===== src/logic/uetc_params.svh =====
`ifndef UETC_PARAMS_SVH
`define UETC_PARAMS_SVH

// Register byte offsets on the APB slave.
`define UETC_EP_OFS        8'h00
`define UETC_CTRL_OFS      8'h40
`define UETC_IRQ_STS_OFS   8'h44
`define UETC_IRQ_MASK_OFS  8'h48

// Endpoint register field positions.
`define UETC_EP_CRX        15
`define UETC_EP_RXTOG      14
`define UETC_EP_RXSTS_HI   13
`define UETC_EP_RXSTS_LO   12
`define UETC_EP_SETUP      11
`define UETC_EP_XTYPE_HI   10
`define UETC_EP_XTYPE_LO   9
`define UETC_EP_SPECIAL    8
`define UETC_EP_CTX        7
`define UETC_EP_TXTOG      6
`define UETC_EP_TXSTS_HI   5
`define UETC_EP_TXSTS_LO   4
`define UETC_EP_ADDR_HI    3
`define UETC_EP_ADDR_LO    0

// Control register fields, reset value and the bits it actually stores.
`define UETC_CTRL_IRQEN    15
`define UETC_CTRL_FORCE    0
`define UETC_CTRL_RST      16'h0003
`define UETC_CTRL_WMASK    16'h8003

// Interrupt status and mask bit positions.
`define UETC_IRQ_SEND      0
`define UETC_IRQ_RECV      1
`define UETC_IRQ_SETUP     2
`define UETC_IRQ_W         3

`endif


===== src/logic/uetc_pkg.sv =====
package uetc_pkg;

  // Endpoint transfer type, in field encoding order 00 to 11.
  typedef enum logic [1:0] {
    UETC_BULK,
    UETC_CONTROL,
    UETC_ISO,
    UETC_INTR
  } uetc_endpoint_transfer_type_t;

  // Handshake status code, in field encoding order 00 to 11.
  typedef enum logic [1:0] {
    UETC_HS_DISABLED,
    UETC_HS_STALL,
    UETC_HS_NAK,
    UETC_HS_VALID
  } uetc_hs_t;

  // One-hot view of a handshake code: {valid, nak, stall, ignore}.
  typedef logic [3:0] uetc_hs_onehot_t;

endpackage


===== src/logic/uetc_sync.sv =====
`timescale 1ns/1ps

// Two flip-flop synchroniser for a level arriving from outside the clock domain.
module uetc_sync
(
  // Clock and reset.
  input  wire logic clk,
  input  wire logic rst_n,
  // Asynchronous level in, synchronised level out.
  input  wire logic async_in,
  output logic      sync_out
);

  // First stage; only the second stage reads it.
  logic meta_reg;

  // Both stages clear under reset.
  always_ff @(posedge clk)
  begin
    if (!rst_n)
    begin
      meta_reg <= 1'b0;
      sync_out <= 1'b0;
    end
    else
    begin
      meta_reg <= async_in;
      sync_out <= meta_reg;
    end
  end

endmodule


===== src/logic/uetc_hs_decode.sv =====
`timescale 1ns/1ps

// Turns a two-bit handshake status code into a one-hot action vector.
module uetc_hs_decode
  import uetc_pkg::*;
(
  // Status code in.
  input  wire logic [1:0]      code,
  // Decoded actions out: {valid, nak, stall, ignore}.
  output uetc_hs_onehot_t      action
);

  // Each code lights exactly one action bit.
  assign action[0] = (code == UETC_HS_DISABLED);
  assign action[1] = (code == UETC_HS_STALL);
  assign action[2] = (code == UETC_HS_NAK);
  assign action[3] = (code == UETC_HS_VALID);

endmodule


===== src/logic/uetc_top.sv =====
// Our own choices: the APB interface to the registers and the register addresses.
`timescale 1ns/1ps
`include "uetc_params.svh"

module uetc_top
  import uetc_pkg::*;
(
  // Clock and synchronous active-low reset.
  input  wire logic        clk,
  input  wire logic        rst_n,
  // APB slave.
  input  wire logic        psel,
  input  wire logic        penable,
  input  wire logic        pwrite,
  input  wire logic [7:0]  paddr,
  input  wire logic [31:0] pwdata,
  output logic [31:0]      prdata,
  output logic             pready,
  output logic             pslverr,
  // Events from the serial engine, same clock, one-cycle pulses.
  input  wire logic        in_done,
  input  wire logic        out_done,
  input  wire logic        setup_done,
  // Double-buffer fill level from the serial engine, same clock.
  input  wire logic        tx_buf_filled,
  // USB bus reset level from the line side, asynchronous.
  input  wire logic        bus_reset_async,
  // Endpoint controls toward the serial engine.
  output logic [3:0]       endpoint_number,
  output logic [1:0]       endpoint_transfer_type,
  output logic             double_buffer_select,
  output logic             status_out_select,
  output logic [3:0]       tx_action,
  output logic [3:0]       rx_action,
  output logic             tx_pid_data1,
  output logic             tx_buf_sel,
  output logic             rx_pid_data1,
  // Interrupt.
  output logic             irq
);

  // Synchronised bus reset level.
  logic bus_reset_s;

  // Endpoint register fields.
  logic [1:0]  endpoint_transfer_type_reg;            // Endpoint transfer type.
  logic        kind_reg;               // Endpoint special kind.
  logic [3:0]  addr_reg;               // Endpoint number.
  logic        ctx_reg;                // Correct send flag.
  logic        crx_reg;                // Correct receive flag.
  logic        txtog_reg;              // Transmit pid toggle.
  logic        rxtog_reg;              // Receive pid toggle.
  logic [1:0]  txsts_reg;              // Transmit handshake state.
  logic [1:0]  rxsts_reg;              // Receive handshake state.
  logic        setup_reg;              // Last receive was a SETUP.

  // Control, interrupt status and mask.
  logic [15:0] ctrl_reg;               // Control register storage.
  logic [2:0]  irq_sts_reg;            // Sticky event bits.
  logic [2:0]  irq_mask_reg;           // Interrupt mask bits.

  // Next values of the endpoint fields.
  logic        ctx_next;
  logic        crx_next;
  logic        txtog_next;
  logic        rxtog_next;
  logic [1:0]  txsts_next;
  logic [1:0]  rxsts_next;
  logic        setup_next;
  logic [2:0]  irq_sts_next;

  // Bus decode wires.
  logic        apb_setup;              // Setup phase of a transfer.
  logic        apb_wr;                 // Write taking effect this edge.
  logic        sel_ep;                 // Address hits the endpoint register.
  logic        sel_ctrl;               // Address hits the control register.
  logic        sel_sts;                // Address hits the interrupt status.
  logic        sel_mask;               // Address hits the interrupt mask.
  logic        sel_any;                // Address is mapped.
  logic        wr_ep;                  // Write to the endpoint register.
  logic [31:0] rd_data;                // Read data selected by address.
  logic [15:0] ep_view;                // Endpoint register as read.

  // Endpoint mode wires.
  logic        is_ctrl;                // Control endpoint.
  logic        is_iso;                 // Isochronous endpoint.
  logic        is_dbl;                 // Double-buffered bulk endpoint.
  logic        ep_reset;               // Endpoint register reset request.
  logic        rx_event;               // OUT or SETUP completed.
  logic        txtog_hw;               // Toggle after hardware events.
  logic        rxtog_hw;               // Receive toggle after hardware events.
  logic [1:0]  txsts_hw;               // Status after hardware events.
  logic [1:0]  rxsts_hw;               // Receive status after hardware events.
  logic [1:0]  tx_eff;                 // Transmit handshake the engine obeys.
  uetc_hs_onehot_t tx_dec;             // Decoded transmit action.
  uetc_hs_onehot_t rx_dec;             // Decoded receive action.

  // The bus reset comes from the line and must be synchronised first.
  uetc_sync u_bus_reset_sync
  (
    .clk      (clk),
    .rst_n    (rst_n),
    .async_in (bus_reset_async),
    .sync_out (bus_reset_s)
  );

  // APB decode. The slave answers one cycle after setup, so the access
  // phase always ends at its first edge.
  assign apb_setup = psel && !penable;
  assign apb_wr    = psel && penable && pready && pwrite;
  assign sel_ep    = (paddr == `UETC_EP_OFS);
  assign sel_ctrl  = (paddr == `UETC_CTRL_OFS);
  assign sel_sts   = (paddr == `UETC_IRQ_STS_OFS);
  assign sel_mask  = (paddr == `UETC_IRQ_MASK_OFS);
  assign sel_any   = sel_ep || sel_ctrl || sel_sts || sel_mask;
  assign wr_ep     = apb_wr && sel_ep;

  // Endpoint register image as software reads it.
  assign ep_view = {crx_reg, rxtog_reg, rxsts_reg, setup_reg, endpoint_transfer_type_reg,
                    kind_reg, ctx_reg, txtog_reg, txsts_reg, addr_reg};

  // Read data multiplexer; unused upper bits read as zero.
  assign rd_data = sel_ep   ? {16'h0000, ep_view} :
                   sel_ctrl ? {16'h0000, ctrl_reg} :
                   sel_sts  ? {29'h0000000, irq_sts_reg} :
                   sel_mask ? {29'h0000000, irq_mask_reg} :
                   32'h00000000;

  // Endpoint mode decode.
  // type and kind select mode
  assign is_ctrl  = (endpoint_transfer_type_reg == UETC_CONTROL);
  assign is_iso   = (endpoint_transfer_type_reg == UETC_ISO);
  assign is_dbl   = (endpoint_transfer_type_reg == UETC_BULK) && kind_reg;
  assign rx_event = out_done || setup_done;

  // Either a line reset or the force-reset control resets the endpoint.
  // reset sources combined
  assign ep_reset = bus_reset_s || ctrl_reg[`UETC_CTRL_FORCE];

  // Transmit toggle after hardware events. A SETUP forces DATA1 on a
  // control endpoint; otherwise each completed IN flips it, which is the
  // data toggle, the double-buffer flow control or the iso buffer swap.
  // SETUP sets toggle
  assign txtog_hw = (setup_done && is_ctrl) ? 1'b1 :
                    in_done                 ? !txtog_reg :
                    txtog_reg;

  // Software writing a one inverts the toggle; zero leaves it.
  // write one inverts
  assign txtog_next = txtog_hw ^ (wr_ep && pwdata[`UETC_EP_TXTOG]);

  // Transmit status: a good IN parks the endpoint at NAK, except on iso
  // and double-buffered endpoints where the status is left alone.
  // IN sets NAK
  assign txsts_hw = (in_done && !is_iso && !is_dbl) ? UETC_HS_NAK : txsts_reg;

  assign txsts_next = txsts_hw ^
                      (wr_ep ? pwdata[`UETC_EP_TXSTS_HI:`UETC_EP_TXSTS_LO] : 2'b00);

  // Receive toggle: SETUP clears it on control, otherwise each OUT or SETUP flips it.
  assign rxtog_hw   = (setup_done && is_ctrl) ? 1'b0 :
                      rx_event                ? !rxtog_reg :
                      rxtog_reg;
  assign rxtog_next = rxtog_hw ^ (wr_ep && pwdata[`UETC_EP_RXTOG]);

  // Receive status parks at NAK after a good OUT or SETUP, except on iso and double-buffered endpoints.
  assign rxsts_hw   = (rx_event && !is_iso && !is_dbl) ? UETC_HS_NAK : rxsts_reg;
  assign rxsts_next = rxsts_hw ^
                      (wr_ep ? pwdata[`UETC_EP_RXSTS_HI:`UETC_EP_RXSTS_LO] : 2'b00);

  // Correct send flag: a good IN sets it, a written zero clears it, and
  // the set wins when both land in one cycle.
  // IN sets flag
  assign ctx_next = in_done ? 1'b1 :
                    (wr_ep && !pwdata[`UETC_EP_CTX]) ? 1'b0 :
                    ctx_reg;

  // Correct receive flag behaves the same for OUT and SETUP.
  assign crx_next = rx_event ? 1'b1 :
                    (wr_ep && !pwdata[`UETC_EP_CRX]) ? 1'b0 :
                    crx_reg;

  // SETUP flag follows the kind of the last good receive.
  assign setup_next = setup_done ? 1'b1 :
                      out_done   ? 1'b0 :
                      setup_reg;

  // Sticky interrupt status: events set, written ones clear, set wins.
  assign irq_sts_next = (irq_sts_reg &
                         ~((apb_wr && sel_sts) ? pwdata[`UETC_IRQ_W-1:0] : 3'b000)) |
                        {setup_done, out_done, in_done};

  // Double-buffered bulk endpoints NAK while the engine has no filled
  // buffer, even when the status field says VALID.
  // buffer state governs
  assign tx_eff = (is_dbl && (txsts_reg == UETC_HS_VALID) && !tx_buf_filled) ?
                  UETC_HS_NAK : txsts_reg;

  // Decode of the transmit handshake actually used.
  // transmit decode
  uetc_hs_decode u_tx_decode
  (
    .code   (tx_eff),
    .action (tx_dec)
  );

  // Decode of the receive handshake.
  // receive decode
  uetc_hs_decode u_rx_decode
  (
    .code   (rxsts_reg),
    .action (rx_dec)
  );

  // APB answer: ready, error and read data registered at the setup edge.
  always_ff @(posedge clk)
  begin
    if (!rst_n)
    begin
      pready  <= 1'b0;
      pslverr <= 1'b0;
      prdata  <= 32'h00000000;
    end
    else
    begin
      pready  <= apb_setup;
      pslverr <= apb_setup && !sel_any;
      prdata  <= apb_setup ? rd_data : 32'h00000000;
    end
  end

  // Control and mask registers; only the stored control bits are written.
  always_ff @(posedge clk)
  begin
    if (!rst_n)
    begin
      ctrl_reg     <= `UETC_CTRL_RST;
      irq_mask_reg <= 3'b000;
    end
    else
    begin
      if (apb_wr && sel_ctrl)
      begin
        ctrl_reg <= pwdata[15:0] & `UETC_CTRL_WMASK;
      end
      if (apb_wr && sel_mask)
      begin
        irq_mask_reg <= pwdata[`UETC_IRQ_W-1:0];
      end
    end
  end

  // The two transfer flags survive a bus or forced reset.
  always_ff @(posedge clk)
  begin
    if (!rst_n)
    begin
      ctx_reg <= 1'b0;
      crx_reg <= 1'b0;
    end
    else
    begin
      ctx_reg <= ctx_next;
      crx_reg <= crx_next;
    end
  end

  // Remaining endpoint fields; held cleared during a bus or forced reset.
  // fields cleared
  always_ff @(posedge clk)
  begin
    if (!rst_n || ep_reset)
    begin
      endpoint_transfer_type_reg <= 2'b00;
      kind_reg    <= 1'b0;
      addr_reg    <= 4'h0;
      txtog_reg   <= 1'b0;
      rxtog_reg   <= 1'b0;
      txsts_reg   <= 2'b00;
      rxsts_reg   <= 2'b00;
      setup_reg   <= 1'b0;
    end
    else
    begin
      // Plain fields take the written value.
      if (wr_ep)
      begin
        endpoint_transfer_type_reg <= pwdata[`UETC_EP_XTYPE_HI:`UETC_EP_XTYPE_LO];
        kind_reg    <= pwdata[`UETC_EP_SPECIAL];
        addr_reg    <= pwdata[`UETC_EP_ADDR_HI:`UETC_EP_ADDR_LO];
      end
      txtog_reg <= txtog_next;
      rxtog_reg <= rxtog_next;
      txsts_reg <= txsts_next;
      rxsts_reg <= rxsts_next;
      setup_reg <= setup_next;
    end
  end

  // Sticky interrupt status bits.
  always_ff @(posedge clk)
  begin
    if (!rst_n)
    begin
      irq_sts_reg <= 3'b000;
    end
    else
    begin
      irq_sts_reg <= irq_sts_next;
    end
  end

  // Interrupt level: the enable in control gates all unmasked events.
  // enable gates irq
  always_ff @(posedge clk)
  begin
    if (!rst_n)
    begin
      irq <= 1'b0;
    end
    else
    begin
      irq <= ctrl_reg[`UETC_CTRL_IRQEN] && |(irq_sts_reg & irq_mask_reg);
    end
  end

  // Registered controls toward the serial engine.
  // toggle picks PID
  always_ff @(posedge clk)
  begin
    if (!rst_n)
    begin
      endpoint_number        <= 4'h0;
      endpoint_transfer_type <= 2'b00;
      double_buffer_select   <= 1'b0;
      status_out_select      <= 1'b0;
      tx_action              <= 4'h0;
      rx_action              <= 4'h0;
      tx_pid_data1           <= 1'b0;
      tx_buf_sel             <= 1'b0;
      rx_pid_data1           <= 1'b0;
    end
    else
    begin
      endpoint_number        <= addr_reg;
      endpoint_transfer_type <= endpoint_transfer_type_reg;
      double_buffer_select   <= is_dbl;
      status_out_select      <= is_ctrl && kind_reg;
      tx_action              <= tx_dec;
      rx_action              <= rx_dec;
      tx_pid_data1           <= txtog_reg;
      tx_buf_sel             <= txtog_reg;
      rx_pid_data1           <= rxtog_reg;
    end
  end

endmodule


===== config.mk =====
export PLATFORM = sky130hd
export DESIGN_NAME = uetc_top
export DESIGN_NICKNAME = d
export VERILOG_FILES = /design/src/logic/uetc_pkg.sv /design/src/logic/uetc_sync.sv /design/src/logic/uetc_hs_decode.sv /design/src/logic/uetc_top.sv
export VERILOG_INCLUDE_DIRS = /design/src /design/src/logic
export SDC_FILE = /design/constraint.sdc
export NUM_CORES = 1
export LEC_CHECK = 0
export BUFFER_PORTS_ARGS = -buffer_cell sky130_fd_sc_hd__clkbuf_2
export CORE_MARGIN = 4
export CORE_UTILIZATION = 50
export DETAILED_ROUTE_END_ITERATION = 12
export PLACE_DENSITY = 0.9
export SYNTH_ARGS = -nofsm -noshare
export SYNTH_HDL_FRONTEND = slang
export SYNTH_SLANG_ARGS = --single-unit

===== constraint.sdc =====
create_clock -name clk -period 2.5 [get_ports clk]
set_input_delay 0.125 -clock clk [delete_from_list [all_inputs] [get_ports clk]]
set_output_delay 0.125 -clock clk [all_outputs]
set_load 0.005 [all_outputs]

Word-level counts from Yosys, hierarchy flattened
Cells that the tools add are included.
{"block": "op_classes", "add_sub_neg": 0, "div": 0, "n_eq_ne": 12, "multipliers": 0, "reduce_logical": 49, "muxes": 20, "bitwise_logic": 10, "order_cmp": 0, "n_shift": 0}
{"operator": "two-way mux 16 bit", "n": 2}
{"operator": "== test 8 x 7 -> 1 bit (second input constant)", "n": 3}
{"operator": "logical AND 1 bit", "n": 23}
{"operator": "== test 2 bit (second input constant)", "n": 6}
{"operator": "logical NOT 1 bit", "n": 10}
{"operator": "two-way mux 1 bit", "n": 10}
{"operator": "two-way mux 2 bit", "n": 5}
{"operator": "two-way mux 3 bit", "n": 3}
{"operator": "logical NOT 8 bit", "n": 1}
{"operator": "AND 3 bit", "n": 2}
{"operator": "== test 2 x 1 -> 1 bit (second input constant)", "n": 3}
{"operator": "logical NOT 2 bit", "n": 3}
{"operator": "logical OR 1 bit", "n": 6}
{"operator": "nonzero test 2 bit", "n": 3}
{"operator": "OR reduction 5 bit", "n": 1}
{"operator": "bitwise XOR 2 bit", "n": 2}
{"operator": "NOT 3 bit", "n": 1}
{"operator": "bitwise OR 3 bit", "n": 1}
{"operator": "OR reduction 3 bit", "n": 1}
{"operator": "NOT 1 bit", "n": 2}
{"operator": "AND reduction 2 bit", "n": 1}
{"operator": "bitwise XOR 1 bit", "n": 2}
{"block": "totals", "inputBits": 50, "out_inout_bits": 54, "latch_bits": 0, "mem_bits_ro": 0, "ram_bits": 0, "register_bits": 80, "memories": 0}

Depth between registers and ports, before layout
Gate-level depths: netlist of the first run.
{"block": "depth", "depth_word": 8, "mapped_depth": 6}

Hierarchy
From an unflattened synthesis of the first run, not the netlist that was laid out.
{"block": "hier_totals", "hier_cells": 258, "area_unflattened_um2": 2551.2}
{"module": "uetc_top", "area_each_um2": 2446.1, "cells_each": 246, "seq_area_each_um2": 1241.2, "instances": 1}
{"module": "uetc_hs_decode", "area_each_um2": 26.3, "cells_each": 4, "seq_area_each_um2": 0.0, "instances": 2}
{"module": "uetc_sync", "area_each_um2": 52.6, "cells_each": 4, "seq_area_each_um2": 40.0, "instances": 1}

Least setup slack after synthesis of the first run
No wires, ideal clock.
{"block": "synth_path", "path_kind": "input-to-reg", "from": "input paddr[3]", "to": "register ctrl_reg[0]", "arrival_time_ns": 1.501, "path_stages": 6, "n_path_buf": 2, "setup_slack_ns": 0.872, "setup_ns": 0.127, "path_cell_list": "or4_4 -> buf_6 -> or4_4 -> buf_6 -> mux2i_1 -> nand2_1"}
{"block": "synth_between", "elab_chain_len": 2}
{"item": "from (decl)", "line": "uetc_top.sv:15", "source": "input wire logic [7:0] paddr,"}
{"item": "== test 8 x 7 -> 1 bit (no line)"}
{"item": "logical AND 1 bit", "line": "uetc_top.sv:242", "source": "if (apb_wr && sel_ctrl)"}
{"item": "to (signal assigned)", "line": "uetc_top.sv:237", "source": "ctrl_reg <= `UETC_CTRL_RST;"}
{"item": "to (signal assigned)", "line": "uetc_top.sv:244", "source": "ctrl_reg <= pwdata[15:0] & `UETC_CTRL_WMASK;"}
{"item": "to (decl)", "line": "uetc_top.sv:58", "source": "logic [15:0] ctrl_reg;"}
No other way between the ends.
A chain may end at the register's enable or synchronous reset.

Worst setup path after layout of the first run
{"block": "layout_path", "from": "input penable", "to": "register kind_reg"}
{"block": "layout_between", "elab_chain_len": 4}
{"item": "from (decl)", "line": "uetc_top.sv:13", "source": "input wire logic penable,"}
{"item": "logical AND 1 bit (3 in a row)", "line": "uetc_top.sv:110", "source": "assign apb_wr = psel && penable && pready && pwrite;"}
{"item": "logical AND 1 bit", "line": "uetc_top.sv:116", "source": "assign wr_ep = apb_wr && sel_ep;"}
{"item": "to (signal assigned)", "line": "uetc_top.sv:289", "source": "kind_reg <= pwdata[`UETC_EP_SPECIAL];"}
{"item": "to (decl)", "line": "uetc_top.sv:47", "source": "logic kind_reg;"}
No other way between the ends.

==> impl_metrics.ini, run 1 <==
[cells_and_area]
fin_area_um2 = 2970
num-fill-cells = 374
top_register = prdata
final_cells = 385
diodes = 0
final_core_util_pct = 62.9
largest_reg_flops = 16
fin_nets = 364
area_growth_pct = 22.7
drive_gt1_share_pct = 29.6

[job]
max_cap_violations = 0

[sta]
fmax_ghz = 0.594
max_slew_margin_pct = 55.4
period_minus_slack_ps = 1680
setup_violations = 0
final_hold_viol_count = 0
worstMarginPinSlew_ps = 660
rsz0062_at_grt = no
tns_ps = 0
slew_violations = 0
clock_skew_ps = 9.27
post-route-period-util_pct = 67.4

[clock_tree]
clock_latency_ps = 340
cts-resized-gates = 0
cts_tree = built
htree_levels = 3
clockBufferDepth = 2
cts_buffers = 9
clkTransAtPathRegs_ps = 60
cts_root_buffer = clkbuf_8
post_cts_buffers = 0
cts_num_sinks = 64

[yosys]
async_flop_share_pct = 0
synthFlopType = dfxtp_1
yosys_warnings = 0
yosysSeqAreaShare_pct = 52.9
synthTopCellsByCount = 64 x dfxtp_1, 18 x nor2_1, 17 x buf_4, 14 x and3_1, 11 x mux2i_1
synth.area.top_cells = dfxtp_1 53%, buf_4 5.3%, mux2i_1 4.5%, and3_1 3.6%, nor2_1 2.8%
synth_most_common_cell = dfxtp_1
syn_inst = 244
synth_area_um2 = 2420
synth_cell_types = 43
synth-seq-cells = 64
synth_edf_count = 0
synth_area_per_cell_um2 = 9.93
synth.top_cell.area_share_pct = 52.9
synth_top_area_cell = dfxtp_1

[placement]
portBuffers = 70
dpl.hpwl_um = 3710
gp_congestion = 0.881
place_inst = 368
dpl_cell_area_um2 = 2750

[status]
status = completed

[floorplan]
die_h_um = 77.6
ios = 104
start_util_pct = 51.3
dieWidth_um = 77.6
dieArea_um2 = 6020
coreArea_um2 = 4720
rows = 25

[worst_hold_path]
hp-class = input port to register

[routing]
wl_per_cell_um = 13.8
drt_drc_violations_left = 0
via_per_inst = 5.05
dr.pass1.iters = 4
via_count = 1945
drtIter0Drc = 127
drt-total-wl_um = 5320
antenna_left = 0

[power]
power.density_nw_per_um2 = 684
p_total_mw = 2.03
p_leak_nw = 1.35
peakVddDrop_mv = 0.317

[setup_path]
cp_data_required_time_ps = 2720
cp-end-kind = register
path_class = input port to register
cp_data_arrival_time_ps = 1910
cp-start-kind = input port
crit_fanout = 21

[global_routing]
grt_max_degree = 36
grt_pass1_wl_um = 8470
grt_pass1_vias = 1807
grt.overflow.total = 0
antenna_found_initial = 0
grt_use_total_pct = 18.2
routing by layer:
metal / GRT usage (%) / wire (um) / up-vias
met5: 0 / 0 / -
met3: 5.92 / 511 / 20
met2: 27.7 / 2500 / 90
li1: - / - / 957
met4: 13.7 / 182 / 0
met1: 21.1 / 2130 / 878
critical path, stage by stage:
cell and delay (ps):
dlygate4sd3_1 530, clkbuf_2 130, nand4_1 230, nor4_4 270
buf_4 320, mux2i_1 250, nor2_1 50
where the power goes:
part / switching [mW] / leakage [nW] / internal [mW] / total (mW)
combinational: 0.0565 / 0.729 / 0.0402 / 0.0966
clock: 0.363 / 0.102 / 0.537 / 0.900
sequential: 0.00519 / 0.519 / 1.03 / 1.04
total: 0.425 / 1.35 / 1.61 / 2.03
path summary, 6_finish.rpt:
kind	end	depth (start not counted)	start	slack (ps)
setup / recovery	kind_reg	7	penable	820
hold / removal	endpoint_transfer_type_reg[0]	3	pwdata[9]	20
setup reg to reg	kind_reg	5	pready	920
hold reg to reg	u_bus_reset_sync.sync_out	1	u_bus_reset_sync.meta_reg	440
area by class of cell:
class                   count  area, um2  share of cell area, %
clock buffers              13        169                   5.68
clock inverters             2       37.5                   1.26
flip-flops and latches     64       1280                   43.1
well taps                  67       83.8                   2.82
multi-input cells         159        990                   33.3
repair buffers             75        393                   13.2
inverters                   5       18.8                  0.631
cells by family (layout without fill, tap and decap cells):
group | Yosys count | count (layout) | synth area share [%]
buffers and inverters | 36 | 95 | 8.94
DFF | 64 | 64 | 52.9
AOI/OAI and AO/OA | 41 | 41 | 11.1
xor gates and xnor gates | 2 | 2 | 0.723
other | 1 | 16 | 0.155
and+or+nand+nor | 88 | 88 | 21.2
adders and majority gates | 1 | 1 | 0.413
muxes | 11 | 11 | 4.55
layout by cell type, fill, tap and decap left out, types with 3 or more instances in the layout:
cell type / Yosys / routed
clkbuf_2: 0 / 70
dfxtp_1: 64 / 64
nor2_1: 18 / 18
conb_1: 1 / 16
and3_1: 14 / 14
clkbuf_8: 0 / 12
mux2i_1: 11 / 11
and2_1: 10 / 10
a21oi_1: 10 / 10
nand2_1: 9 / 9
o21ai_0: 9 / 9
nand3_1: 8 / 8
inv_1: 5 / 5
nor3b_1: 5 / 5
nor2b_1: 4 / 4
nor3_1: 4 / 4
a22oi_1: 3 / 3
a21o_1: 3 / 3
o22ai_1: 3 / 3
a31oi_1: 3 / 3
buf_4: 17 / 3
per-stage QoR:
step	hold slack (ps)	worst slack (ps)
finish	22.0	815
global route	19.5	680
CTS	12.9	808
detailed placement	345	763
global placement	343	774
floorplan	209	872
what timing repair did:
| action | 4_1_cts | 5_1_grt |
|---|---|---|
| endpoints found under the hold margin | 2 | 0 |
| setup endpoints to repair | 0 | 0 |
| hold buffers | 2 | 0 |
Power figures use the tool's default switching activity.
==> run 2, diff against run 1 <==
--- a/config.mk
+++ b/config.mk
@@ -8,9 +8,9 @@
 export LEC_CHECK = 0
 export BUFFER_PORTS_ARGS = -buffer_cell sky130_fd_sc_hd__clkbuf_2
 export CORE_MARGIN = 4
-export CORE_UTILIZATION = 50
+export CORE_UTILIZATION = 42
 export DETAILED_ROUTE_END_ITERATION = 12
-export PLACE_DENSITY = 0.9
+export PLACE_DENSITY = 0.82
 export SYNTH_ARGS = -nofsm -noshare
 export SYNTH_HDL_FRONTEND = slang
 export SYNTH_SLANG_ARGS = --single-unit
==> constraint.sdc (replaced) <==
create_clock -name clk -period 1.5 [get_ports clk]
set_input_delay 0.075 -clock clk [delete_from_list [all_inputs] [get_ports clk]]
set_output_delay 0.075 -clock clk [all_outputs]
set_load 0.005 [all_outputs]
==> run 2 against run 1 <==
Combinational power increased by 110%. Cell count rose by 7.3%. Core utilization is 5.8 points lower. Cell area increased by 6.5%. Largest cell class unchanged. Highest routed layer unchanged.
==> impl_metrics.ini, run 2 (synthesized netlist as in run 1, its figures left out) <==
[global_routing]
grt_max_degree = 22
antenna_found_initial = 0
grt_use_met2_pct = 25.3
globalRoute.busiestLayer = met2
met1_usage_pct = 20.5
use_met3_pct = 5.13
grt_pass1_vias = 1936
grt_use_total_pct = 16.3
grt_pass1_wl_um = 9140
grt.overflow.total = 0

[routing]
dr.pass1.iters = 4
drt_drc_violations_left = 0
via_per_inst = 4.85
antenna_left = 0
wl_per_cell_um = 13.5
drt-total-wl_um = 5580
drtIter0Drc = 90
via_count = 2003

[cells_and_area]
final-seq-area_um2 = 1280
diodes = 0
largest_reg_flops = 16
drive_gt1_share_pct = 32.0
area_growth_pct = 30.7
fin_area_um2 = 3170
final_common_cell = clkbuf_2
top_register = prdata
num-fill-cells = 495
final_cell_mix = 70 x clkbuf_2, 63 x dfxtp_1, 18 x nor2_1, 16 x conb_1
fin_nets = 386
multi_input_area_um2 = 1000

[setup_path]
cp_data_required_time_ps = 1710
timing.rr.end = ctrl_reg[0]
path_class = register to register
slowest_stage = or4_4
slowest_delay_ps = 510
r2r_slack_ps = 120
worstRegToRegCells = 4
cp-start-kind = register
r2r-start = pready
cp_data_arrival_time_ps = 1590
cp-end-kind = register
crit_fanout = 3
path_cells = nand4_1 > or4_4 > mux2i_1 > nand2_1

[clock_tree]
cts_num_sinks = 64
clock_latency_ps = 330
cts_tree = built
clkTransAtPathRegs_ps = 70
cts_buffers = 9
post_cts_buffers = 0
clockBufferDepth = 2
htree_levels = 3
cts_root_buffer = clkbuf_8

[power]
p_total_mw = 3.19
clkPwrFrac_pct = 39.7
p_sw_mw = 0.739
internal-power_mw = 2.46
comb_power_share_pct = 6.3
peakVddDrop_mv = 0.482
p_leak_nw = 1.45
swShare_pct = 23.1
p_seq_share_pct = 54.0
power.density_nw_per_um2 = 1010

[floorplan]
start_util_pct = 43.7
die_h_um = 83.9
rows = 27
dieArea_um2 = 7050
ios = 104
dieWidth_um = 83.9
coreArea_um2 = 5540

[worst_hold_path]
hp-class = input port to register
min_from = pwdata[8]
hold_end = kind_reg
hold-path-cell-count = 3

[sta]
clock_skew_ps = 9.16
final_hold_viol_count = 0
period_minus_slack_ps = 1380
post-route-period-util_pct = 92.1
fmax_ghz = 0.724
setup_violations = 0
slew_violations = 0

[placement]
portBuffers = 70
gp_congestion = 0.866
dpl.hpwl_um = 4080
dpl_cell_area_um2 = 2860

[job]
max_cap_violations = 0

[status]
status = completed
run 2: cell types whose count changed in the layout (fill, tap and decap cells not counted), sizes merged:
cell	delta
clkinv	+5
clkinvlp	-1
clkbuf	-2
bufinv	-1
dlygate4sd3	+10
buf	+12
run 2: worst max-delay path, delay by kind of cell, from the launching register on:
family           cells  cell delay, ps
and+or+nand+nor      3             770
DFF                  1             330
muxes                1             160
run 2: per-layer routing:
metal	part of all wire (%)	routed length [um]
met5	0	0
met4	1.4	76
met3	8.2	456
met2	46	2560
met1	44	2480
run 2: layout make-up:
cell class,instances,share of cell area [%]
Clock buffer,11,4.47
Clock inverter,5,1.03
Inverter,5,0.593
Multi-Input combinational cell,159,31.7
Sequential cell,64,40.5
Tap cell,72,2.85
Timing Repair Buffer,97,18.8
run 2: stage by stage:
stage	hold WS, ps	instances	utilization (%)	setup WS [ps]	TNS (ps)
after floorplan	159	259	-	-77.8	-226
final	5.50	413	57.1	119	0
after CTS	1.47	413	56.8	13.7	0
after global placement	295	385	51.5	-48.3	-199
after global routing	17.7	413	57.1	-3.71	-3.71
after detailed placement	285	385	51.5	-72.4	-615
run 2: power by group through the flow:
| stage | Clock (mW) | Combinational, mW | Sequential [mW] |
|---|---|---|---|
| finish | 1.27 | 0.202 | 1.73 |
| global route | 1.38 | 0.224 | 1.73 |
| CTS | 1.29 | 0.198 | 1.72 |
| detailed placement | 0 | 0.173 | 1.76 |
| global placement | 0 | 0.167 | 1.76 |
| floorplan | 0 | 0.108 | 1.76 |
run 2: timing repair:
| action | in CTS | in global routing |
|---|---|---|
| endpoints found under the setup margin | 0 | 20 |
| hold buffers | 12 | 0 |
| gates resized for setup | 0 | 3 |
| hold endpoints to repair | 12 | 0 |
run 2: how the worst max path moves through the flow:
stage | startpoint | endpoint | slack, ps | cells past startpoint
3_5_place_dp | paddr[3] | ctrl_reg[1] | -70 | 5
3_3_place_gp | paddr[3] | ctrl_reg[0] | -50 | 5
2_1_floorplan | paddr[3] | ctrl_reg[0] | -80 | 6
6_report | pready | ctrl_reg[0] | 120 | 4
4_1_cts | pready | ctrl_reg[0] | 10 | 4
5_1_grt | pready | irq_mask_reg[0] | -4 | 6
==> run 3, diff against run 2 <==
--- a/config.mk
+++ b/config.mk
@@ -8,9 +8,10 @@
 export LEC_CHECK = 0
 export BUFFER_PORTS_ARGS = -buffer_cell sky130_fd_sc_hd__clkbuf_2
 export CORE_MARGIN = 4
-export CORE_UTILIZATION = 42
+export CORE_UTILIZATION = 43
 export DETAILED_ROUTE_END_ITERATION = 12
 export PLACE_DENSITY = 0.82
 export SYNTH_ARGS = -nofsm -noshare
 export SYNTH_HDL_FRONTEND = slang
+export SYNTH_HIERARCHICAL = 1
 export SYNTH_SLANG_ARGS = --single-unit
==> run 3 against run 2 <==
Fmax decreased by 5.4%. Total power up 11%. Synthesized cell count grew 5.7%. Largest power group unchanged. Largest cell class unchanged. Critical path type unchanged. Clock-buffer cell count is 2 higher.
==> impl_metrics.ini, run 3 <==
[power]
peakVddDrop_mv = 0.619
power.density_nw_per_um2 = 1070
comb_power_share_pct = 5.7
p_sw_mw = 0.742
p_total_mw = 3.54
p_leak_nw = 1.45
swShare_pct = 21.0
p_seq_share_pct = 48.8
internal-power_mw = 2.79
clkPwrFrac_pct = 45.5

[global_routing]
grt_use_total_pct = 17.0
antenna_found_initial = 0
grt_max_degree = 32
use_met3_pct = 5.24
met1_usage_pct = 20.8
grt.overflow.total = 0
grt_pass1_vias = 2021
grt_pass1_wl_um = 9690
globalRoute.busiestLayer = met2
grt_use_met2_pct = 28.0

[sta]
clock_skew_ps = 5.85
fmax_ghz = 0.685
slew_violations = 0
final_hold_viol_count = 0
fin_ws_ps = 40.7
rsz0062_at_grt = yes
setup_violations = 0
period_minus_slack_ps = 1460
post-route-period-util_pct = 97.3

[worst_hold_path]
hp-class = input port to register

[clock_tree]
cts_root_buffer = clkbuf_8
cts_buffers = 9
clockBufferDepth = 2
clkTransAtPathRegs_ps = 70
clock_latency_ps = 340
htree_levels = 3
cts_tree = built
cts_num_sinks = 64

[yosys]
synth-seq-cells = 64
synthTopCellsByCount = 64 x dfxtp_1, 29 x and2_1, 19 x buf_4, 18 x nand2_1, 13 x a21oi_1
async_flop_share_pct = 0
synth_area_per_cell_um2 = 9.89
syn_inst = 258
synth_most_common_cell = dfxtp_1
synthFlopType = dfxtp_1
yosysSeqAreaShare_pct = 50.2
yosys_warnings = 6
synth_area_um2 = 2550
synth_top_area_cell = dfxtp_1
synth_edf_count = 0
synth_cell_types = 54
synth.top_cell.area_share_pct = 50.2
synth.area.top_cells = dfxtp_1 50%, and2_1 7.1%, buf_4 5.6%, mux2i_1 3.5%, nand2_1 2.6%

[placement]
post-place-ws_ps = -232
dpl_cell_area_um2 = 2980
portBuffers = 70
dpl.hpwl_um = 4160
gp_congestion = 0.802

[setup_path]
cp-start-kind = register
cp_data_required_time_ps = 1720
cp_data_arrival_time_ps = 1680
cp-end-kind = register
path_class = register to register
crit_fanout = 10

[floorplan]
die_h_um = 85.0
dieArea_um2 = 7230
coreArea_um2 = 5640
ios = 104
dieWidth_um = 85.0
start_util_pct = 45.2
rows = 27

[routing]
dr.pass1.iters = 4
antenna_left = 0
drt-total-wl_um = 5780
via_per_inst = 4.92
wl_per_cell_um = 13.7
via_count = 2082
drtIter0Drc = 122
drt_drc_violations_left = 0

[cells_and_area]
diodes = 0
largest_reg_flops = 16
fin_area_um2 = 3290
final_core_util_pct = 58.4
top_register = prdata
fin_nets = 396
final_common_cell = clkbuf_2
drive_gt1_share_pct = 34.2
num-fill-cells = 482
final_cell_mix = 70 x clkbuf_2, 63 x dfxtp_1, 29 x and2_1, 18 x nand2_1, 16 x conb_1
area_growth_pct = 29.1

[status]
status = completed

[job]
max_cap_violations = 0
[run 3: cell count changes after synthesis, moves of 3 or more]
cell | before | now
and3_1 | 14 | 2
nor4_1 | 0 | 3
nor2_1 | 18 | 9
and2_1 | 10 | 29
nand2_1 | 9 | 18
o21ai_0 | 9 | 5
nand3_1 | 8 | 3
a21oi_1 | 10 | 13
nor2b_1 | 4 | 9
nor3b_1 | 5 | 2
[run 3: critical path: stages (launching register included)]
cell and delay (ps):
dfxtp_2 330, nand4_1 100, buf_6 150, or4_4 510
nor3b_2 180, nor3_1 50
[run 3: cells by family after synthesis]
| kind of cell | after synthesis | share of synthesized area, % |
|---|---|---|
| other cells | 1 | 0.147 |
| simple gates | 103 | 25.2 |
| fa+ha+maj | 1 | 0.392 |
| mux | 9 | 3.53 |
| compound gates | 40 | 10.3 |
| buf+inv | 37 | 9.17 |
| xor+xnor | 3 | 1.03 |
| flops | 64 | 50.2 |
[run 3: routing by layer]
layer	vias up	wire length (um)	part of all wire [%]
li1	1025	-	-
met1	955	2470	43
met2	88	2700	47
met3	14	526	9.1
met4	0	91	1.6
met5	-	0	0
[run 3: power by group through the flow]
stage	registers, mW	logic (mW)	clock network, mW
after CTS	1.72	0.197	1.64
final	1.73	0.201	1.61
after global routing	1.73	0.224	1.72
after detailed placement	1.76	0.178	0
after floorplan	1.76	0.117	0
after global placement	1.76	0.174	0
[run 3: layout make-up]
type,instances,area [um2],area share [%]
clock buffers,13,149,4.52
clock inverters,3,65.1,1.97
inverters,5,18.8,0.570
multi-input cells,172,1120,34.0
flip-flops and latches,64,1280,38.9
well taps,72,90.1,2.73
repair buffers,94,569,17.3
[run 3: path summary, 6_finish.rpt]
kind                              from                        end  slack, ps  cells after the start
max                             pready               txsts_reg[1]         40                      5
min                          pwdata[7]                    ctx_reg         30                      3
max reg2reg                     pready               txsts_reg[1]         40                      5
min reg2reg  u_bus_reset_sync/meta_reg  u_bus_reset_sync/sync_out        430                      1
[run 3: stage by stage]
stage,TNS [ps],hold slack (ps),std cells
6_report,0,27.9,423
5_1_grt,-27.3,43.6,423
4_1_cts,0,8.74,423
3_5_place_dp,-6970,283,398
3_3_place_gp,-6310,285,398
2_1_floorplan,-3030,176,273
[run 3: what timing repair did]
item,4_1_cts,5_1_grt
hold buffers,9,0
resized for setup,0,4
hold endpoints to repair,10,0
endpoints found under the setup margin,0,7
setup buffers,0,0
